===== src/include/wake_filter_map.vh =====
/*
 Holds the register offsets, field positions, reset values and counts of the wake-up frame
 pattern filter. Assumes it is included by bare name from files under hdl/.
*/
`ifndef WAKE_FILTER_MAP_VH
`define WAKE_FILTER_MAP_VH

// ==========================================================================
// Register offsets (byte addresses on the 32-bit register port)
// ==========================================================================
`define WF_PORT_OFS        8'h00
`define WF_STATUS_OFS      8'h04
`define WF_MASK_OFS        8'h08
`define WF_CTRL_OFS        8'h0c
`define WF_WORD0_OFS       8'h10

// ==========================================================================
// Field positions
// ==========================================================================
`define WF_MASK_MSB        30
`define WF_CMD_ENABLE_BIT  0
`define WF_CMD_MCAST_BIT   3
`define WF_CMD_STRIDE      8
`define WF_CTRL_RESET_BIT  0

// ==========================================================================
// Counts and reset values
// ==========================================================================
`define WF_WORD_COUNT      8
`define WF_NUM_FILTERS     4
`define WF_MASK_WIDTH      31
`define WF_CRC_INIT        16'hffff
`define WF_CRC_POLY        16'h8005
`define WF_WORD_RESET      32'h0000_0000

`endif


===== src/hdl/wake_crc_lane.v =====
/*
 Holds one filter lane: it keeps a running CRC-16 over the frame bytes selected by the
 lane's offset and byte mask and reports a match at the end of a frame.
 Assumes frame bytes arrive one per clock with a start strobe on the first byte.
*/
`timescale 1ns/1ps
`include "wake_filter_map.vh"

module wake_crc_lane #(
	parameter MASK_W = 31
) (
	// Clock and reset
	input  wire              clock,
	input  wire              rst,
	// Filter configuration
	input  wire [MASK_W-1:0] byte_mask,
	input  wire [7:0]        pattern_offset,
	input  wire [15:0]       pattern_crc,
	input  wire              filter_enable,
	input  wire              want_multicast,
	// Frame stream
	input  wire              frame_start,
	input  wire              byte_valid,
	input  wire [7:0]        byte_data,
	input  wire [10:0]       byte_index,
	input  wire              is_multicast,
	input  wire              frame_end,
	// Result
	output reg               match_r
);

	reg  [15:0] crc_r;
	reg  [15:0] crc_nxt;
	reg         type_ok_r;
	wire [10:0] rel;
	wire        in_window;
	wire        take;
	wire [15:0] crc_seed;
	integer     k;

	assign rel       = byte_index - {3'h0, pattern_offset};
	assign in_window = (byte_index >= {3'h0, pattern_offset}) && (rel < MASK_W);
	assign take      = byte_valid && in_window && byte_mask[rel[4:0]];
	assign crc_seed  = frame_start ? `WF_CRC_INIT : crc_r;

	// ==================================================================
	// CRC-16 over one byte, most significant bit first
	// ==================================================================
	always @* begin
		crc_nxt = crc_seed;
		for (k = 7; k >= 0; k = k - 1) begin
			if (crc_nxt[15] ^ byte_data[k])
				crc_nxt = {crc_nxt[14:0], 1'b0} ^ `WF_CRC_POLY;
			else
				crc_nxt = {crc_nxt[14:0], 1'b0};
		end
	end

	always @(posedge clock or posedge rst) begin
		if (rst) begin
			crc_r     <= `WF_CRC_INIT;
			type_ok_r <= 1'b0;
			match_r   <= 1'b0;
		end else begin
			if (take)
				crc_r <= crc_nxt;
			else if (frame_start)
				crc_r <= `WF_CRC_INIT;
			if (frame_start)
				type_ok_r <= (is_multicast == want_multicast);
			match_r <= frame_end && filter_enable && type_ok_r &&
				(crc_r == pattern_crc);
		end
	end

endmodule // wake_crc_lane


===== src/hdl/wake_frame_pattern_filter.v =====
/*
 Holds the wake-up frame pattern filter: the eight-word filter load port, four filter lanes,
 sticky wake status with mask and a level interrupt.
 Assumes a simple register port with read data one cycle after the read strobe, and a
 receive byte stream synchronous to the same clock.
*/
// Implementation choices: the register addresses and strobed register access.
`timescale 1ns/1ps
`include "wake_filter_map.vh"

// Function
// - Mask bit j selects frame byte offset plus j for the CRC, and bit 31 of a mask is zero.
// - A set address-type bit restricts a filter to multicast frames, a clear one to unicast.
// - A filter is evaluated only while its enable bit is set.
// - The offset is the frame byte, counted from the destination address, where a filter starts.
// - The offset word holds filter 3 in its top byte down to filter 0 in its bottom byte.
// - A CRC-16 over the selected bytes equal to the stored value signals a wake-up frame.
module wake_frame_pattern_filter #(
	parameter NUM_FILTERS = `WF_NUM_FILTERS,
	parameter MASK_W      = `WF_MASK_WIDTH
) (
	// Clock and reset
	input  wire        clock,
	input  wire        rst,
	// Register port
	input  wire [7:0]  reg_addr,
	input  wire [31:0] reg_wdata,
	input  wire        reg_write,
	input  wire        reg_read,
	output reg  [31:0] reg_rdata_r,
	// Receive byte stream
	input  wire        rx_start,
	input  wire        rx_valid,
	input  wire [7:0]  rx_data,
	input  wire        rx_end,
	input  wire        rx_multicast,
	// Wake result
	output wire        wake_frame_pulse,
	output wire        irq
);

	// ==================================================================
	// Filter word storage
	// ==================================================================
	reg  [31:0] word_r [0:`WF_WORD_COUNT-1];
	reg  [2:0]  wr_ptr_r;
	reg  [2:0]  rd_ptr_r;
	reg  [3:0]  status_r;
	reg  [3:0]  irq_mask_r;
	reg  [10:0] index_r;
	reg  [31:0] rdata_nxt;
	wire [NUM_FILTERS-1:0] lane_match;
	wire        port_wr;
	wire        port_rd;
	wire        restart;
	wire [3:0]  status_set;
	wire        status_wr;
	wire        mask_wr;
	wire        ctrl_wr;
	wire [31:0] ptr_view;
	wire [NUM_FILTERS-1:0]    filt_enable;
	wire [NUM_FILTERS-1:0]    filt_mcast;
	wire [8*NUM_FILTERS-1:0]  filt_offset;
	wire [16*NUM_FILTERS-1:0] filt_crc;
	integer     w;

	assign port_wr   = reg_write && (reg_addr == `WF_PORT_OFS);
	assign port_rd   = reg_read && (reg_addr == `WF_PORT_OFS);
	assign status_wr = reg_write && (reg_addr == `WF_STATUS_OFS);
	assign mask_wr   = reg_write && (reg_addr == `WF_MASK_OFS);
	assign ctrl_wr   = reg_write && (reg_addr == `WF_CTRL_OFS);
	assign restart   = ctrl_wr && reg_wdata[`WF_CTRL_RESET_BIT];

	// A restart rewinds both pointers without touching the stored words, so a half-done
	// load can be begun again from the first mask.
	always @(posedge clock or posedge rst) begin
		if (rst) begin
			wr_ptr_r <= 3'h0;
			rd_ptr_r <= 3'h0;
			for (w = 0; w < `WF_WORD_COUNT; w = w + 1)
				word_r[w] <= `WF_WORD_RESET;
		end else begin
			if (restart) begin
				wr_ptr_r <= 3'h0;
				rd_ptr_r <= 3'h0;
			end else begin
				if (port_wr) begin
					if (wr_ptr_r < 3'h4)
						word_r[wr_ptr_r] <= {1'b0, reg_wdata[`WF_MASK_MSB:0]};
					else
						word_r[wr_ptr_r] <= reg_wdata;
					wr_ptr_r <= wr_ptr_r + 3'h1;
				end
				if (port_rd)
					rd_ptr_r <= rd_ptr_r + 3'h1;
			end
		end
	end

	// ==================================================================
	// Frame byte position, zero at the first destination address byte
	// ==================================================================
	always @(posedge clock or posedge rst) begin
		if (rst)
			index_r <= 11'h000;
		else if (rx_valid)
			index_r <= (rx_start ? 11'h000 : index_r) + 11'h001;
		else if (rx_start)
			index_r <= 11'h000;
	end

	// ==================================================================
	// Frame tracking, so an end strobe counts only after a start
	// ==================================================================
	localparam [1:0] FR_IDLE = 2'b01;
	localparam [1:0] FR_BODY = 2'b10;

	reg  [1:0]  frame_state_r;
	reg  [1:0]  frame_state_nxt;
	wire        frame_end_ok;

	always @* begin
		frame_state_nxt = frame_state_r;
		case (frame_state_r)
			FR_IDLE: begin
				if (rx_start)
					frame_state_nxt = FR_BODY;
			end
			FR_BODY: begin
				if (rx_end && !rx_start)
					frame_state_nxt = FR_IDLE;
			end
			default: begin
				frame_state_nxt = FR_IDLE;
			end
		endcase
	end

	always @(posedge clock or posedge rst) begin
		if (rst)
			frame_state_r <= FR_IDLE;
		else
			frame_state_r <= frame_state_nxt;
	end

	// A stray end strobe would otherwise repeat the verdict on the last frame's CRC.
	assign frame_end_ok = rx_end && (frame_state_r == FR_BODY);

	// ==================================================================
	// Filter fields unpacked from the command, offset and CRC words
	// ==================================================================
	genvar f;
	generate
		for (f = 0; f < NUM_FILTERS; f = f + 1) begin : field
			assign filt_enable[f] = word_r[4][f*`WF_CMD_STRIDE + `WF_CMD_ENABLE_BIT];
			assign filt_mcast[f]  = word_r[4][f*`WF_CMD_STRIDE + `WF_CMD_MCAST_BIT];
			assign filt_offset[f*8 +: 8] = word_r[5][f*8 +: 8];
			assign filt_crc[f*16 +: 16]  = word_r[6 + f/2][(f%2)*16 +: 16];
		end
	endgenerate

	// ==================================================================
	// Filter lanes
	// ==================================================================
	genvar g;
	generate
		for (g = 0; g < NUM_FILTERS; g = g + 1) begin : lane
			wake_crc_lane #(
				.MASK_W(MASK_W)
			) u_lane (
				.clock          (clock),
				.rst            (rst),
				.byte_mask      (word_r[g][MASK_W-1:0]),
				.pattern_offset (filt_offset[g*8 +: 8]),
				.pattern_crc    (filt_crc[g*16 +: 16]),
				.filter_enable  (filt_enable[g]),
				.want_multicast (filt_mcast[g]),
				.frame_start    (rx_start),
				.byte_valid     (rx_valid),
				.byte_data      (rx_data),
				.byte_index     (rx_start ? 11'h000 : index_r),
				.is_multicast   (rx_multicast),
				.frame_end      (frame_end_ok),
				.match_r        (lane_match[g])
			);
		end
	endgenerate

	assign wake_frame_pulse = |lane_match;
	assign status_set       = lane_match[3:0];

	// ==================================================================
	// Sticky status, mask and interrupt
	// ==================================================================
	always @(posedge clock or posedge rst) begin
		if (rst) begin
			status_r   <= 4'h0;
			irq_mask_r <= 4'h0;
		end else begin
			// A match in the same cycle as a clearing write wins, so no wake event is lost.
			if (status_wr)
				status_r <= (status_r & ~reg_wdata[3:0]) | status_set;
			else
				status_r <= status_r | status_set;
			if (mask_wr)
				irq_mask_r <= reg_wdata[3:0];
		end
	end

	assign irq = |(status_r & irq_mask_r);

	// Control reads show the write pointer, so software can see how far a load has got.
	assign ptr_view = {26'h0, wr_ptr_r, 3'h0};

	// ==================================================================
	// Read data, valid the cycle after the read strobe
	// ==================================================================
	always @* begin
		rdata_nxt = 32'h0000_0000;
		case (reg_addr)
			`WF_PORT_OFS:   rdata_nxt = word_r[rd_ptr_r];
			`WF_STATUS_OFS: rdata_nxt = {28'h0000000, status_r};
			`WF_MASK_OFS:   rdata_nxt = {28'h0000000, irq_mask_r};
			`WF_CTRL_OFS:   rdata_nxt = ptr_view;
			default:        rdata_nxt = 32'h0000_0000;
		endcase
	end

	always @(posedge clock or posedge rst) begin
		if (rst)
			reg_rdata_r <= 32'h0000_0000;
		else if (reg_read)
			reg_rdata_r <= rdata_nxt;
		else
			reg_rdata_r <= 32'h0000_0000;
	end

endmodule // wake_frame_pattern_filter


===== config.mk =====
export PLATFORM = sky130hd
export DESIGN_NAME = wake_frame_pattern_filter
export DESIGN_NICKNAME = d
export VERILOG_FILES = /design/src/hdl/wake_crc_lane.v /design/src/hdl/wake_frame_pattern_filter.v
export VERILOG_INCLUDE_DIRS = /design/src /design/src/include
export SDC_FILE = /design/constraint.sdc
export NUM_CORES = 1
export LEC_CHECK = 0
export BUFFER_PORTS_ARGS = -buffer_cell sky130_fd_sc_hd__buf_2
export CAP_MARGIN = 20
export CORE_ASPECT_RATIO = 0.6
export CORE_MARGIN = 10
export CORE_UTILIZATION = 57
export DETAILED_ROUTE_END_ITERATION = 8
export PLACE_DENSITY = 0.75
export SLEW_MARGIN = 20
export SYNTH_ARGS = -nofsm -noshare
export SYNTH_HDL_FRONTEND = slang
export SYNTH_HIERARCHICAL = 1
export SYNTH_SLANG_ARGS = --single-unit

===== constraint.sdc =====
create_clock -name clock -period 10.16 [get_ports clock]
set_input_delay 1.524 -clock clock [delete_from_list [all_inputs] [get_ports clock]]
set_output_delay 1.524 -clock clock [all_outputs]
set_load 0.05 [all_outputs]

==> results.cfg, run 1 <==
[sta]
relSlewSlack_pct = 20.29
setup_ws_ps = 4377
worst_slew_pin_slew_ps = 1172
whs_ps = 463.0
post-route-min-period_ps = 5783
finalMaxSlewViolations = 0
hold_viol = 0
grt_setup_unrepaired = false
fin_crit_sh_pct = 56.92
fin_setup_tns_ps = 0
fin_worst_skew_ps = 11.23
max_freq_mhz = 172.9
setup_violations = 0

[hold_path]
min_path_type = flip-flop to flip-flop
min_path_cells = 1

[clocking]
cts_resized = 0
clk_latency_ps = 540
cts-root-buf = clkbuf_16
postCtsSetupBuffers = 0
hold_buffers = 0
cts_made_buffers = 38
clk_pin_slew_ps = 60
h-tree-depth = 2
clockBufferDepth = 3
cts_sinks = 387
tritoncts = yes

[synth]
synthCells = 1777
synth_compound_area_share_pct = 5.643
synthSimpleGateAreaFrac_pct = 9.057
syn_nets = 1872
yosysWarnings = 6
synth-xor-area-share_pct = 8.569
synth_seq_cells = 387
syn_area_per_cell_um2 = 12.54
synth.distinct_cells = 73
synth_top_family_by_area = multiplexers
synthArstFlopShare_pct = 100.0
netlist_area_um2 = 22280
ys.flop_type = dfrtp_1
synth_seq_area_share_pct = 43.83
synth_edf_count = 0
synth_fa_ha_area_share_pct = 2.325
synthMuxAreaShare_pct = 27.63

[pwr]
ir_drop_uv = 84.76
power_density_nw_per_um2 = 140.6
leakage_nw = 10.78

[floorplanning]
dieArea_um2 = 47660
coreArea_um2 = 38120
num_io_pins = 90
die_x_um = 275.3
rows = 55
fp.dieH_um = 173.2
start_util_pct = 58.45

[layout]
utilization_pct = 64.15
regArea_um2 = 9774
nFillCells = 2890
nets = 1933
area_delta_synth_final_pct = 9.754
drive_gt1_share_pct = 34.35
multi_input_area_um2 = 11890
post_layout_nonfiller_instances = 2382

[job]
max_cap_viol_count = 0

[grt]
grt_pass1_vias = 15640
grt_usage_pct = 27.96
grt-ovfl-total = 0
grt_max_degree = 164
grt_pass1_wl_um = 101500
grt_antenna_before_repair = 4

[worst_setup_path]
cp.arrival_ps = 6240
r2r_cells = 10
worstPathMaxFanout = 53
cp-end-kind = flip-flop
cp.required_ps = 10620
startpoint_type = primary input
critPathKind = primary input to flip-flop

[place]
gp_congestion = 0.9772
dp_hpwl_um = 48510
place_inst = 2310
dp_slack_ps = 3947
portBuffers = 89

[route]
drc = 0
wl_per_cell_um = 28.32
wl_um = 67450
first_iter_violations = 2175
via_per_inst = 6.654
drt-pass1-iter-count = 7
vias = 15850
ant_nets = 0

[outcome]
status = completed
==> critical path, cell delays in order <==
cell and delay (ps):
buf_4 410, buf_4 560, nor2b_1 100, buf_4 220, fa_1 950, mux4_2 600
mux4_2 500, mux2i_2 890, nor4_1 210, a211oi_2 210
==> cell usage in the layout (no fill, tap or decap), types with 23 or more instances in the layout <==
master,instances
dfrtp_1,319
mux2_2,208
xnor2_1,147
nor2_1,129
mux4_2,95
buf_2,88
dfstp_2,65
mux2_4,63
mux2i_1,63
inv_1,50
nand2_1,47
xor2_1,47
nand3_1,46
a21oi_1,41
clkbuf_16,41
ha_1,35
o21ai_1,32
nor3_1,24
nor2b_1,23
nand4_1,23
==> area by class of cell <==
| type | count | area share, % |
|---|---|---|
| diodes | 3 | 0.03070 |
| clock buffers | 53 | 4.625 |
| clock inverters | 15 | 0.7572 |
| inverters | 51 | 0.7981 |
| multi-input cells | 1251 | 48.60 |
| flip-flops and latches | 387 | 39.97 |
| well taps | 513 | 2.625 |
| repair buffers | 109 | 2.594 |
==> Yosys cell counts (4+ instances only) <==
cell type,number,share of area [%]
or2_2,4,0.11
or3_1,7,0.20
mux4_2,95,9.6
nand2_1,47,0.79
nand4_1,23,0.65
o311a_1,6,0.27
nor2_1,130,2.2
o22ai_1,9,0.25
nor3_1,24,0.54
o211ai_1,4,0.13
a31oi_1,8,0.22
ha_1,35,2.0
or4_1,8,0.27
buf_6,8,0.40
buf_2,34,0.76
nor3b_1,5,0.17
mux2_4,63,4.2
xnor3_1,4,0.40
nand3_1,47,1.1
o21ai_1,32,0.72
a211oi_1,17,0.57
mux2_1,5,0.25
dfstp_2,65,7.7
xnor2_1,147,5.8
inv_1,51,0.86
a21oi_1,41,0.92
nand2b_1,11,0.31
fa_1,4,0.36
a21o_1,16,0.54
dfrtp_1,322,36
nor2b_1,23,0.65
o21a_1,9,0.30
o21ai_0,15,0.34
buf_4,9,0.30
nor4_1,18,0.51
and4_1,7,0.28
clkbuf_1,28,0.47
mux2i_1,63,2.8
xor2_1,47,1.8
o2111ai_1,4,0.16
buf_1,9,0.15
a22oi_1,6,0.20
and3_1,6,0.17
mux2_2,208,11
==> per-layer routing <==
layer	part of all wire, %	wire (um)	up-vias	global-route usage, %
met5	0	0	-	0
met4	1.9	1300	0	5.107
met3	14	9134	109	10.69
met2	41	27840	864	37.81
met1	43	29180	8256	41.90
li1	-	-	6622	-
==> worst paths after layout <==
kind,end,from,slack [ps]
max in group asynchronous,rd_ptr_r[0],rst,7200
setup reg to reg,lane[1].u_lane/crc_r[0],index_r[0],5740
min in group asynchronous,lane[0].u_lane/type_ok_r,rst,1160
setup / recovery,lane[2].u_lane/crc_r[15],rx_start,4380
hold reg to reg,index_r[3],index_r[3],460
hold / removal,index_r[3],index_r[3],460
==> stage by stage <==
step	power [W]	instance area, um^2
3_3_place_gp	0.001945	23100
4_1_cts	0.003449	24420
6_report	0.003439	24460
3_5_place_dp	0.001953	23100
5_1_grt	0.003545	24450
2_1_floorplan	0.001849	22290
==> kinds of logic (layout without fill, tap and decap cells) <==
logic type,Yosys count,after routing
xor gates and xnor gates,204,204
adders and majority gates,39,39
other,0,3
AOI/OAI and AO/OA,189,189
and+or+nand+nor,382,382
muxes,437,437
DFF,387,387
buffers and inverters,139,228
==> report_power, final <==
group | internal, W | leakage (nW) | switching [W]
clock | 0.000882 | 0.640 | 0.000624
combinational | 0.000130 | 4.98 | 0.000206
sequential | 0.00157 | 5.16 | 0.0000299
No activity file was read; power rests on OpenSTA's default activity.
==> run 2, diff against run 1 <==
--- a/config.mk
+++ b/config.mk
@@ -10,9 +10,9 @@
 export CAP_MARGIN = 20
 export CORE_ASPECT_RATIO = 0.6
 export CORE_MARGIN = 10
-export CORE_UTILIZATION = 57
+export CORE_UTILIZATION = 63
 export DETAILED_ROUTE_END_ITERATION = 8
-export PLACE_DENSITY = 0.75
+export PLACE_DENSITY = 0.79
 export SLEW_MARGIN = 20
 export SYNTH_ARGS = -nofsm -noshare
 export SYNTH_HDL_FRONTEND = slang
==> constraint.sdc (replaced) <==
create_clock -name clock -period 5.76 [get_ports clock]
set_input_delay 0.864 -clock clock [delete_from_list [all_inputs] [get_ports clock]]
set_output_delay 0.864 -clock clock [all_outputs]
set_load 0.05 [all_outputs]
==> results.cfg, run 2 (synthesis gave the netlist of run 1 again) <==
[worst_setup_path]
cp.arrival_ps = 4800
r2r_cells = 12
critPathKind = primary input to flip-flop
worst_path_max_delay_cell = nor2b_1
reg2reg_slack_ps = 1620
path_cells = buf_4, buf_4, nor2b_1, ha_1, a21o_1, a21o_1, a211oi_1, o311a_1, nand4_1, nor4b_1, a211oi_1
cp.required_ps = 6220
slowest_delay_ps = 680
cp-end-kind = flip-flop
worstPathMaxFanout = 55
rr_endpoint = lane[1].u_lane/crc_r[0]
rr_startpoint = index_r[0]
startpoint_type = primary input

[place]
dp_hpwl_um = 48570
gp_congestion = 1.015
dpl_cell_area_um2 = 23090
portBuffers = 89

[clocking]
postCtsSetupBuffers = 0
cts_resized = 0
clockBufferDepth = 3
cts-root-buf = clkbuf_16
clk_pin_slew_ps = 70
cts_sinks = 387
clk_latency_ps = 550
h-tree-depth = 2
hold_buffers = 0
cts_made_buffers = 38
tritoncts = yes

[floorplanning]
die_x_um = 262.8
coreArea_um2 = 34950
fp.dieH_um = 165.7
rows = 53
num_io_pins = 90
dieArea_um2 = 43540
start_util_pct = 63.76

[route]
drc = 0
drt-pass1-iter-count = 5
via_per_inst = 6.711
vias = 15710
first_iter_violations = 1992
ant_nets = 0
wl_per_cell_um = 28.91
wl_um = 67680

[hold_path]
min_from = index_r[3]
min_path_cells = 1
min_path_type = flip-flop to flip-flop
holdPathEnd = index_r[3]

[layout]
nets = 1936
finalInstanceArea_um2 = 24450
area_delta_synth_final_pct = 9.725
final_cell_mix = 319 x dfrtp_1, 208 x mux2_2, 147 x xnor2_1, 129 x nor2_1, 95 x mux4_2
layout_commonest_cell = dfrtp_1
drive_gt1_share_pct = 34.30

[grt]
grt_pass1_vias = 15690
grt_antenna_before_repair = 7
grt_pass1_wl_um = 101500
grt_max_degree = 157
grt_usage_pct = 30.49
grt-ovfl-total = 0

[sta]
fin_worst_skew_ps = 14.17
finalMaxSlewViolations = 0
relSlewSlack_pct = 23.51
whs_ps = 459.4
fin_setup_tns_ps = 0
hold_viol = 0
max_freq_mhz = 230.4
fin_crit_sh_pct = 75.35
worst_slew_pin_slew_ps = 1147
setup_violations = 0
grt_setup_unrepaired = false
post-route-min-period_ps = 4340

[pwr]
leakage_nw = 10.81
finalPower_w = 0.006158
ir_drop_uv = 208.5
power_density_nw_per_um2 = 251.8

[outcome]
status = completed

[job]
max_cap_viol_count = 0
run 2: cell types whose count changed in the layout (fill, tap and decap cells not counted), sizes merged:
cell	before	now
clkinvlp	5	1
diode	3	5
clkbuf	53	56
inv	50	51
buf	109	112
clkinv	7	5
bufinv	4	6
run 2: worst max-delay path: cells and delay by family:
kind                       cells  cell delay (ps)
adders and majority gates      1              440
AOI/OAI and AO/OA              5             1220
buffers and inverters          2              410
and+or+nand+nor                3             1840
run 2: power by group:
group | internal [W] | switching (W)
sequential | 0.00277 | 0.0000543
combinational | 0.000233 | 0.000367
clock | 0.00164 | 0.00110
run 2: cell type report:
type,count,area (um^2)
sequential,387,9774
tap,467,584.3
inverter,51,195.2
clock inverter,12,216.5
antenna,5,12.51
clock buffer,56,1132
multi-input combinational,1251,11890
timing repair buffer,112,645.6
fill,2403,10500
run 2: stage by stage:
| stage | util [%] | worst slack (ps) | std cells |
|---|---|---|---|
| after floorplan | - | 700.0 | 1777 |
| after global placement | 66.07 | 1106 | 2268 |
| after detailed placement | 66.07 | 1000 | 2268 |
| after CTS | 69.93 | 1575 | 2336 |
| after global routing | 69.93 | 1155 | 2337 |
| final | 69.96 | 1420 | 2341 |
run 2: how the worst max path moves through the flow:
stage                  start  depth (start not counted)  slack, ps                       end
floorplan                rst                          1        700                 async pin
global placement    rx_start                         11       1110  lane[1].u_lane/crc_r[15]
detailed placement  rx_start                         11       1000   lane[3].u_lane/crc_r[5]
CTS                 rx_start                         11       1570   lane[3].u_lane/crc_r[5]
global route        rx_start                         11       1150   lane[1].u_lane/crc_r[0]
finish              rx_start                         11       1420   lane[1].u_lane/crc_r[0]
run 2: per-layer routing:
metal | GRT usage, % | routed length (um) | vias to the layer above
met2 | 40.31 | 27460 | 897
met1 | 42.22 | 28390 | 8059
li1 | - | - | 6643
met4 | 8.315 | 1580 | 2
met3 | 16.61 | 10230 | 110
met5 | 0 | 13 | -
